**config.mk**
```make
export PLATFORM = sky130hd
export DESIGN_NAME = exception_interrupt_logic
export DESIGN_NICKNAME = d
export VERILOG_FILES = /design/src/rtl/exc_int_pkg.sv /design/src/rtl/exception_interrupt_logic.sv
export VERILOG_INCLUDE_DIRS = /design/src /design/src/rtl
export SDC_FILE = /design/constraint.sdc
export NUM_CORES = 1
export LEC_CHECK = 0
export BUFFER_PORTS_ARGS = -buffer_cell sky130_fd_sc_hd__clkbuf_2
export CORE_MARGIN = 3
export CORE_UTILIZATION = 25
export CTS_CLUSTER_SIZE = 14
export DETAILED_ROUTE_END_ITERATION = 12
export PLACE_DENSITY = 0.53
export SYNTH_ARGS = -nofsm -noshare
export SYNTH_HDL_FRONTEND = slang
export SYNTH_SLANG_ARGS = --single-unit
```
**constraint.sdc**
```tcl
create_clock -name sys_clk -period 7.06 [get_ports sys_clk]
set_input_delay 1.059 -clock sys_clk [delete_from_list [all_inputs] [get_ports sys_clk]]
set_output_delay 1.059 -clock sys_clk [all_outputs]
set_load 0.05 [all_outputs]
```
**src/rtl/exc_int_defs.svh**
```systemverilog
// Offsets, field positions, codes and reset values for the exception unit.
// Summary of operation
// - Undefined major or group minor opcodes raise reserved-instruction.
// - Wide ops reserved in 32-bit user/supervisor mode; kernel allows them.
// - All five exceptions use the common vector with distinct cause codes.
// - Return pc is faulting pc, or branch pc with delay-slot flag set.
// - Unusable coprocessor faults; unit zero only outside kernel mode.
// - Coprocessor-error field records which of units 0, 1 and 2 was referenced.
// - Float exception follows the float status register and clears with it.
// - Selected load/store hits on the watch address; cache ops never hit.
// - Watch waits while exception level is set; interrupt, unusable, reserved and float exceptions win over it.
// - Pending bits ANDed with masks, ORed, then ANDed with global enable.
// - Pending field shows live requests and latches nothing.
// - Soft bits hold until written zero; hardware bits follow sources.
// - Hardware interrupt pins are registered on every rising clock edge.
// - Writes with address bits 6:4 zero reach the write-only register.
// - Data bits 22 and 20:16 enable writing values from bits 6, 4:0.
// - Timer interrupt appears as pending bit 7, cause bit 15.
// - Register bits 4:0 ORed with inverted pins form cause bits 14:10.
// - Non-maskable level is inverted pin OR bit 6; taken on rising edge.
// - Unmasked pending sources raise the interrupt exception; non-maskable only pulses nmiTaken; none has priority.
`ifndef EXC_INT_DEFS_SVH
`define EXC_INT_DEFS_SVH
`define OFF_STATUS   12'h000
`define OFF_CAUSE    12'h004
`define OFF_EPC      12'h008
`define OFF_WATCH_LO 12'h00C
`define OFF_WATCH_HI 12'h010
`define OFF_FP_CSR   12'h014
`define STATUS_RST   32'h0000_0000
`define STATUS_WMASK 32'hF000_FFBB
`define ST_IE        0
`define ST_EXL       1
`define ST_MODE_LO   3
`define ST_WIDE      5
`define ST_KWIDE     7
`define ST_IM_LO     8
`define ST_CU_LO     28
`define CA_SOFT_LO   8
`define FP_EN_LO     7
`define FP_CAUSE_LO  12
`define EXT_SEL      3'h0
`define EXT_EN_NMI   22
`define EXT_EN_LO    16
`define EXT_VAL_NMI  6
`define EXC_INT      5'h00
`define EXC_RI       5'h0A
`define EXC_CPU      5'h0B
`define EXC_FPE      5'h0F
`define EXC_WATCH    5'h17
`define OP_FUNCTION_GROUP_OPCODE   6'h00
`define OP_REG_IMMEDIATE_GROUP    6'h01
`define OP_COP1X     6'h13
`define MAJOR_DEF    64'hF7FF_FFFF_0FFF_FFFF
`define SPEC_DEF     64'hDD5F_FCFF_FFDF_BFDF
`define REG_IMMEDIATE_GROUP_DEF   32'h000F_5F0F
`define MAJOR_64     64'h9090_0080_0F00_0000
`define SPEC_64      64'hDD00_F000_F0D0_0000
`endif

```
**src/rtl/exc_int_pkg.sv**
```systemverilog
// Types shared by the exception unit.
package exc_int_pkg;
	typedef enum logic [1:0] {
		MODE_KERNEL,
		MODE_SUPER,
		MODE_USER,
		MODE_RSVD
	} priv_mode_t;
endpackage

```
**src/rtl/exception_interrupt_logic.sv**
```systemverilog
// Exception detection, interrupt combining and APB register file.
`timescale 1ns/10ps
`include "exc_int_defs.svh"
module exception_interrupt_logic #(
	parameter int unsigned ADDR_W = 12
)(
	input  wire logic              sys_clk,
	input  wire logic              rst,
	input  wire logic              psel,
	input  wire logic              penable,
	input  wire logic              pwrite,
	input  wire logic [ADDR_W-1:0] paddr,
	input  wire logic [31:0]       pwdata,
	output logic      [31:0]       prdata,
	output logic                   pready,
	output logic                   pslverr,
	input  wire logic              instrValid,
	input  wire logic [31:0]       instrWord,
	input  wire logic [31:0]       instrPc,
	input  wire logic              instrInSlot,
	input  wire logic [31:0]       branchPc,
	input  wire logic              memValid,
	input  wire logic              memLoad,
	input  wire logic              memStore,
	input  wire logic              memCache,
	input  wire logic [35:0]       memPaddr,
	input  wire logic [5:0]        fpCauseSet,
	input  wire logic [4:0]        intPinN,
	input  wire logic              nmiN,
	input  wire logic              timerInt,
	input  wire logic              extWrValid,
	input  wire logic [2:0]        extWrAddr,
	input  wire logic [31:0]       extWrData,
	output logic                   excTaken,
	output logic      [4:0]        excCode,
	output logic                   intRequest,
	output logic                   nmiTaken,
	output logic                   fpExcPending
);

	localparam logic [63:0] MAJOR_DEF  = `MAJOR_DEF;
	localparam logic [63:0] SPEC_DEF   = `SPEC_DEF;
	localparam logic [31:0] REG_IMMEDIATE_GROUP_DEF = `REG_IMMEDIATE_GROUP_DEF;
	localparam logic [63:0] MAJOR_64   = `MAJOR_64;
	localparam logic [63:0] SPEC_64    = `SPEC_64;

	logic [31:0] status_q;
	logic [1:0]  soft_q;
	logic        bd_q;
	logic [1:0]  ce_q;
	logic [4:0]  code_q;
	logic [31:0] epc_q;
	logic [31:0] watch_addr_low_q;
	logic [3:0]  watch_addr_high_q;
	logic [5:0]  fpCause_q;
	logic [4:0]  fpEn_q;
	logic [4:0]  pinN_q;
	logic        nmiN_q;
	logic        nmiPrev_q;
	logic [5:0]  extInt_q;
	logic        watchPend_q;
	logic [7:0]  ip;
	logic        intReq;
	logic        nmiLevel;
	logic        exception_level_bit;
	logic        acc;
	logic        wrAcc;
	logic        mapped;
	logic [31:0] rdVal;
	logic        extSel;
	logic        fpTrap;
	logic        watchHit;
	logic        watchNow;
	logic        intTake;
	logic        riHit;
	logic        cuHit;
	logic        fpHit;
	logic        copInstr;
	logic [1:0]  cuUnit;
	logic        take;
	logic [4:0]  takeCode;
	logic [5:0]  op;
	exc_int_pkg::priv_mode_t mode;

	// ----------------------------------------------------------------
	// Pin sampling and external interrupt register
	// ----------------------------------------------------------------
	always_ff @(posedge sys_clk or posedge rst) begin
		if (rst) begin
			pinN_q    <= 5'h1F;
			nmiN_q    <= 1'b1;
			nmiPrev_q <= 1'b0;
		end else begin
			pinN_q    <= intPinN;
			nmiN_q    <= nmiN;
			nmiPrev_q <= nmiLevel;
		end
	end

	assign extSel = extWrValid && extWrAddr == `EXT_SEL;

	always_ff @(posedge sys_clk or posedge rst) begin
		if (rst) begin
			extInt_q <= 6'h00;
		end else if (extSel) begin
			for (int i = 0; i < 5; i++) begin
				if (extWrData[`EXT_EN_LO+i]) begin
					extInt_q[i] <= extWrData[i];
				end
			end
			if (extWrData[`EXT_EN_NMI]) begin
				extInt_q[5] <= extWrData[`EXT_VAL_NMI];
			end
		end
	end

	// ----------------------------------------------------------------
	// Interrupt combining
	// ----------------------------------------------------------------
	// Live, unlatched pending field; no source is ranked above another.
	assign ip[7]   = timerInt;
	assign ip[6:2] = extInt_q[4:0] | ~pinN_q;
	assign ip[1:0] = soft_q;
	assign intReq  = (|(ip & status_q[`ST_IM_LO+:8]))
	                 && status_q[`ST_IE];
	assign nmiLevel = ~nmiN_q | extInt_q[5];
	assign exception_level_bit      = status_q[`ST_EXL];
	assign mode     = exc_int_pkg::priv_mode_t'(status_q[`ST_MODE_LO+:2]);

	always_ff @(posedge sys_clk or posedge rst) begin
		if (rst) begin
			intRequest <= 1'b0;
			nmiTaken   <= 1'b0;
		end else begin
			intRequest <= intReq;
			nmiTaken   <= nmiLevel && !nmiPrev_q;
		end
	end

	// ----------------------------------------------------------------
	// Exception detection
	// ----------------------------------------------------------------
	assign op     = instrWord[31:26];
	assign fpTrap = fpCause_q[5] || |(fpCause_q[4:0] & fpEn_q);

	always_comb begin
		copInstr = op[5:2] == 4'b0100 || (op[5:4] == 2'b11
		           && (op[1:0] == 2'b01 || op[1:0] == 2'b10));
		cuUnit = (op == `OP_COP1X) ? 2'd1 : op[1:0];
		cuHit  = copInstr && !status_q[`ST_CU_LO+cuUnit]
		         && (cuUnit != 2'd0
		         || mode != exc_int_pkg::MODE_KERNEL);
		riHit = !MAJOR_DEF[op]
		        || (op == `OP_FUNCTION_GROUP_OPCODE && !SPEC_DEF[instrWord[5:0]])
		        || (op == `OP_REG_IMMEDIATE_GROUP
		        && !REG_IMMEDIATE_GROUP_DEF[instrWord[20:16]]);
		if ((MAJOR_64[op] || (op == `OP_FUNCTION_GROUP_OPCODE
		    && SPEC_64[instrWord[5:0]]))
		    && mode != exc_int_pkg::MODE_KERNEL
		    && !status_q[`ST_WIDE]) begin
			riHit = 1'b1;
		end
		fpHit = fpTrap && copInstr && cuUnit == 2'd1
		        && status_q[`ST_CU_LO+1];
	end

	assign watchHit = memValid && !memCache
	                  && ((memLoad && watch_addr_low_q[1])
	                  || (memStore && watch_addr_low_q[0]))
	                  && memPaddr[35:3]
	                  == {watch_addr_high_q, watch_addr_low_q[31:3]};
	assign watchNow = (watchHit || watchPend_q) && !exception_level_bit;
	assign intTake  = intReq && !exception_level_bit;

	always_comb begin
		take     = instrValid;
		takeCode = `EXC_INT;
		if (intTake) begin
			takeCode = `EXC_INT;
		end else if (cuHit) begin
			takeCode = `EXC_CPU;
		end else if (riHit) begin
			takeCode = `EXC_RI;
		end else if (fpHit) begin
			takeCode = `EXC_FPE;
		end else if (watchNow) begin
			takeCode = `EXC_WATCH;
		end else begin
			take = 1'b0;
		end
	end

	always_ff @(posedge sys_clk or posedge rst) begin
		if (rst) begin
			watchPend_q <= 1'b0;
		end else if (watchHit && exception_level_bit) begin
			watchPend_q <= 1'b1;
		end else if (take && takeCode == `EXC_WATCH) begin
			watchPend_q <= 1'b0;
		end
	end

	// Every exception here leaves through the common vector.
	always_ff @(posedge sys_clk or posedge rst) begin
		if (rst) begin
			excTaken <= 1'b0;
			excCode  <= 5'h00;
			code_q   <= 5'h00;
			epc_q    <= 32'h0000_0000;
			bd_q     <= 1'b0;
			ce_q     <= 2'h0;
		end else begin
			excTaken <= take;
			if (take) begin
				excCode <= takeCode;
				code_q  <= takeCode;
				epc_q   <= instrInSlot ? branchPc : instrPc;
				bd_q    <= instrInSlot;
				if (takeCode == `EXC_CPU) begin
					ce_q <= cuUnit;
				end
			end else if (wrAcc && paddr == `OFF_EPC) begin
				epc_q <= pwdata;
			end
		end
	end

	// ----------------------------------------------------------------
	// APB slave
	// ----------------------------------------------------------------
	assign acc   = psel && penable && pready;
	assign wrAcc = acc && pwrite;

	always_comb begin
		mapped = 1'b1;
		case (paddr)
			`OFF_STATUS:   rdVal = status_q;
			`OFF_CAUSE:    rdVal = {bd_q, 1'b0, ce_q, 12'h000, ip,
			                        1'b0, code_q, 2'b00};
			`OFF_EPC:      rdVal = epc_q;
			`OFF_WATCH_LO: rdVal = watch_addr_low_q;
			`OFF_WATCH_HI: rdVal = {28'h0000000, watch_addr_high_q};
			`OFF_FP_CSR:   rdVal = {14'h0000, fpCause_q, fpEn_q,
			                        7'h00};
			default: begin
				rdVal  = 32'h0000_0000;
				mapped = 1'b0;
			end
		endcase
	end

	always_ff @(posedge sys_clk or posedge rst) begin
		if (rst) begin
			pready  <= 1'b0;
			pslverr <= 1'b0;
			prdata  <= 32'h0000_0000;
		end else begin
			pready  <= psel && penable && !pready;
			pslverr <= psel && penable && !pready && !mapped;
			if (psel && penable && !pready && !pwrite) begin
				prdata <= rdVal;
			end
		end
	end

	always_ff @(posedge sys_clk or posedge rst) begin
		if (rst) begin
			status_q <= `STATUS_RST;
		end else begin
			if (wrAcc && paddr == `OFF_STATUS) begin
				status_q <= pwdata & `STATUS_WMASK;
			end
			if (take) begin
				status_q[`ST_EXL] <= 1'b1;
			end
		end
	end

	always_ff @(posedge sys_clk or posedge rst) begin
		if (rst) begin
			soft_q <= 2'b00;
		end else if (wrAcc && paddr == `OFF_CAUSE) begin
			soft_q <= pwdata[`CA_SOFT_LO+:2];
		end
	end

	always_ff @(posedge sys_clk or posedge rst) begin
		if (rst) begin
			watch_addr_low_q <= 32'h0000_0000;
			watch_addr_high_q <= 4'h0;
		end else if (wrAcc) begin
			if (paddr == `OFF_WATCH_LO) begin
				watch_addr_low_q <= pwdata & 32'hFFFF_FFFB;
			end
			if (paddr == `OFF_WATCH_HI) begin
				watch_addr_high_q <= pwdata[3:0];
			end
		end
	end

	// A cause raised by the float unit in the clearing cycle survives.
	always_ff @(posedge sys_clk or posedge rst) begin
		if (rst) begin
			fpCause_q    <= 6'h00;
			fpEn_q       <= 5'h00;
			fpExcPending <= 1'b0;
		end else begin
			fpExcPending <= fpTrap;
			if (wrAcc && paddr == `OFF_FP_CSR) begin
				fpCause_q <= pwdata[`FP_CAUSE_LO+:6] | fpCauseSet;
				fpEn_q    <= pwdata[`FP_EN_LO+:5];
			end else begin
				fpCause_q <= fpCause_q | fpCauseSet;
			end
		end
	end
endmodule

```
==> results.ini <==
[worst_setup_path]
path_class = in -> reg
ff2ff_path_depth = 8
crit_start = instrWord[26]
critPathArrivalTime_ns = 4.18
rrSetupSlack_ns = 3.60
crit_path_end = bd_q
r2r-start = status_q[3]
worst_setup_path_end_kind = flip-flop
worstReg2RegEnd = bd_q
path_max_fanout = 20
cp.required_ns = 7.38
worst_setup_path_start_kind = input port

[cells_and_area]
post-route-util = 0.3267
layout-drive-gt1-share = 0.4015
layout.cells.non_filler = 1326
design_area_um2 = 10360
syn_to_final_growth_pct = 27.83
nets = 1150
diodes = 0
final_cell_mix = 239 x clkbuf_2, 152 x dfrtp_1, 104 x mux2i_1
nFillCells = 3256
layout_commonest_cell = clkbuf_2

[clock_tree]
clock-sinks = 158
postCtsHoldBufs = 0
clk_latency_ns = 0.44
cts.repair.resized = 0
ctsLongestPathBuffers = 2
htreeDepth = 4
numCtsBuffers = 17
cts_tree = yes
cts_root_buf = clkbuf_16
cts_setup_buffers = 0
clk_pin_slew_ns = 0.08

[synth]
avgSynthCellArea_um2 = 11.90
yosys_most_used_dff = dfrtp_1
synth_cell_types = 56
yosysSeqAreaShare = 0.4887
synth_edf_count = 0
yosys-top-cells-area = dfrtp_1 47%, mux2i_1 13%, mux2_2 7.8%
synth_top_area_share = 0.4693
synth_area_um2 = 8105
synth_fp_nets = 920
synthArstFlopShare = 1.000
syn_inst = 681
yosysTopAreaCell = dfrtp_1
synth-seq-cells = 158
yosysWarnings = 0

[power_and_ir_drop]
leakagePower_nw = 5.240
seqPwrFrac = 0.421
power.density_nw_per_um2 = 243.4
p_int_mw = 1.761
pwr-share-clk = 0.408
p_comb_frac = 0.171
total_power_mw = 2.522
power.share.switching = 0.3016
p_sw_mw = 0.7606
ir_drop_uv = 156.1

[drt]
wl_met3_mm = 1.512
top_layer = met5
met1_length_mm = 11.90
wl_per_cell_um = 20.34
vias = 6265
vias_per_cell = 4.725
drt_iter0_markers = 328
routed_wl_mm = 26.97
first_pass_iters = 6
drt_drc_violations_left = 0
wl_met2_mm = 13.16
ant_nets = 0

[timing]
rsz0062_at_grt = no
relSlewSlack = 0.2984
tightest_slew_ns = 1.038
holdWs_ns = 0.4108
maxSlewViolCount = 0
skew_ns = 0.01564
setup_violations = 0
hold_violations = 0
setup_tns_ns = 0
fmax_mhz = 258.9
min_period_over_period = 0.5470
fin_crit_ns = 3.862
setup_ws_ns = 3.198

[floorplan]
dieArea_um2 = 34620
io_pins = 279
fp.dieW_um = 186.1
start_util = 0.2555
rows = 65
coreArea_um2 = 31720
die-height_um = 186.1

[hold_path]
min_path_type = reg -> reg
holdPathStages = 1

[global_routing]
grt_usage = 0.1529
grt_pass1_vias = 6288
globalRoute.totalOverflow = 0
grt_max_degree = 86
grt_pass1_wl_mm = 38.94
antenna_found_initial = 2

[run]
maxCapViolCount = 0

[place]
io_buffer_count = 239
dp_hpwl_mm = 19.97
gp_congestion = 0.8000
placed_cell_area_um2 = 9714
dp.cells = 1294
pre_cts_ws_ns = 2.674

[outcome]
status = finished, final reports clean

## cells in the mapped netlist, types with 3 or more instances
master	number
nor3_1	11
nand3_1	9
dfstp_2	6
xnor2_1	31
a31oi_1	5
nand2_1	45
mux4_2	14
nand4_1	9
a221oi_1	20
nor2_1	43
a22o_1	3
a211o_1	7
clkbuf_1	24
nor4_1	7
buf_6	4
inv_1	11
buf_4	3
ha_1	3
a22oi_1	9
mux2_1	9
buf_2	3
mux2i_1	104
nand2b_1	13
buf_1	4
o21ai_0	16
or3_1	3
mux2_2	56
a21oi_1	12
o31ai_1	3
dfrtp_1	152
nor2b_1	9
a222oi_1	4
## layer usage
metal,global-route usage,vias up
met2,0.2560,171
met4,0.03843,4
met5,0,-
li1,-,2974
met1,0.2004,3094
met3,0.03557,22
## power by group through the flow
stage               logic, mW  clock network, mW  registers [mW]
finish                  0.431               1.03            1.06
global route            0.475               1.09            1.07
CTS                     0.440               1.05            1.06
detailed placement      0.439                  0            1.08
global placement        0.432                  0            1.08
floorplan               0.205                  0            1.15
## worst min path at each step
stage | to | startpoint | slack (ns)
after floorplan | nmiTaken | nmiPrev_q | 0.38
after global placement | nmiTaken | nmiPrev_q | 0.39
after detailed placement | nmiTaken | nmiPrev_q | 0.40
after CTS | nmiTaken | nmiPrev_q | 0.41
after global routing | nmiTaken | nmiPrev_q | 0.42
final | nmiTaken | nmiPrev_q | 0.41
## area by class of cell
class,count,area [um^2],share of cell area
flip-flops and latches,158,3961,0.3823
multi-input cells,474,3933,0.3795
repair buffers,249,1271,0.1227
well taps,402,503.0,0.04854
clock buffers,17,425.4,0.04106
clock inverters,15,221.5,0.02137
inverters,11,46.29,0.004468
## sequential cells by signal (all words and copies together), names as in the netlist, 2 cells and up
register	cells
status_q	18
prdata	32
fpEn_q	5
fpCause_q	6
watch_addr_low_q	31
watch_addr_high_q	4
ce_q	2
pinN_q	5
code_q	5
soft_q	2
extInt_q	6
epc_q	32
## cells by family after synthesis
logic type,share of synthesized area
buf+inv,0.02825
mux,0.2576
xor+xnor,0.03566
flops,0.4887
simple gates,0.1031
compound gates,0.08197
fa+ha+maj,0.004632
## worst max-delay path, cell delays in order
cell,delay (ns)
clkbuf_2,0.14
ha_1,0.22
nand2b_1,0.18
nor2_1,0.10
nor3_1,0.31
nor4b_4,0.11
nor4_2,0.49
a31o_2,0.66
buf_4,0.51
mux2_1,0.36
(Power assumes the default switching activity.)
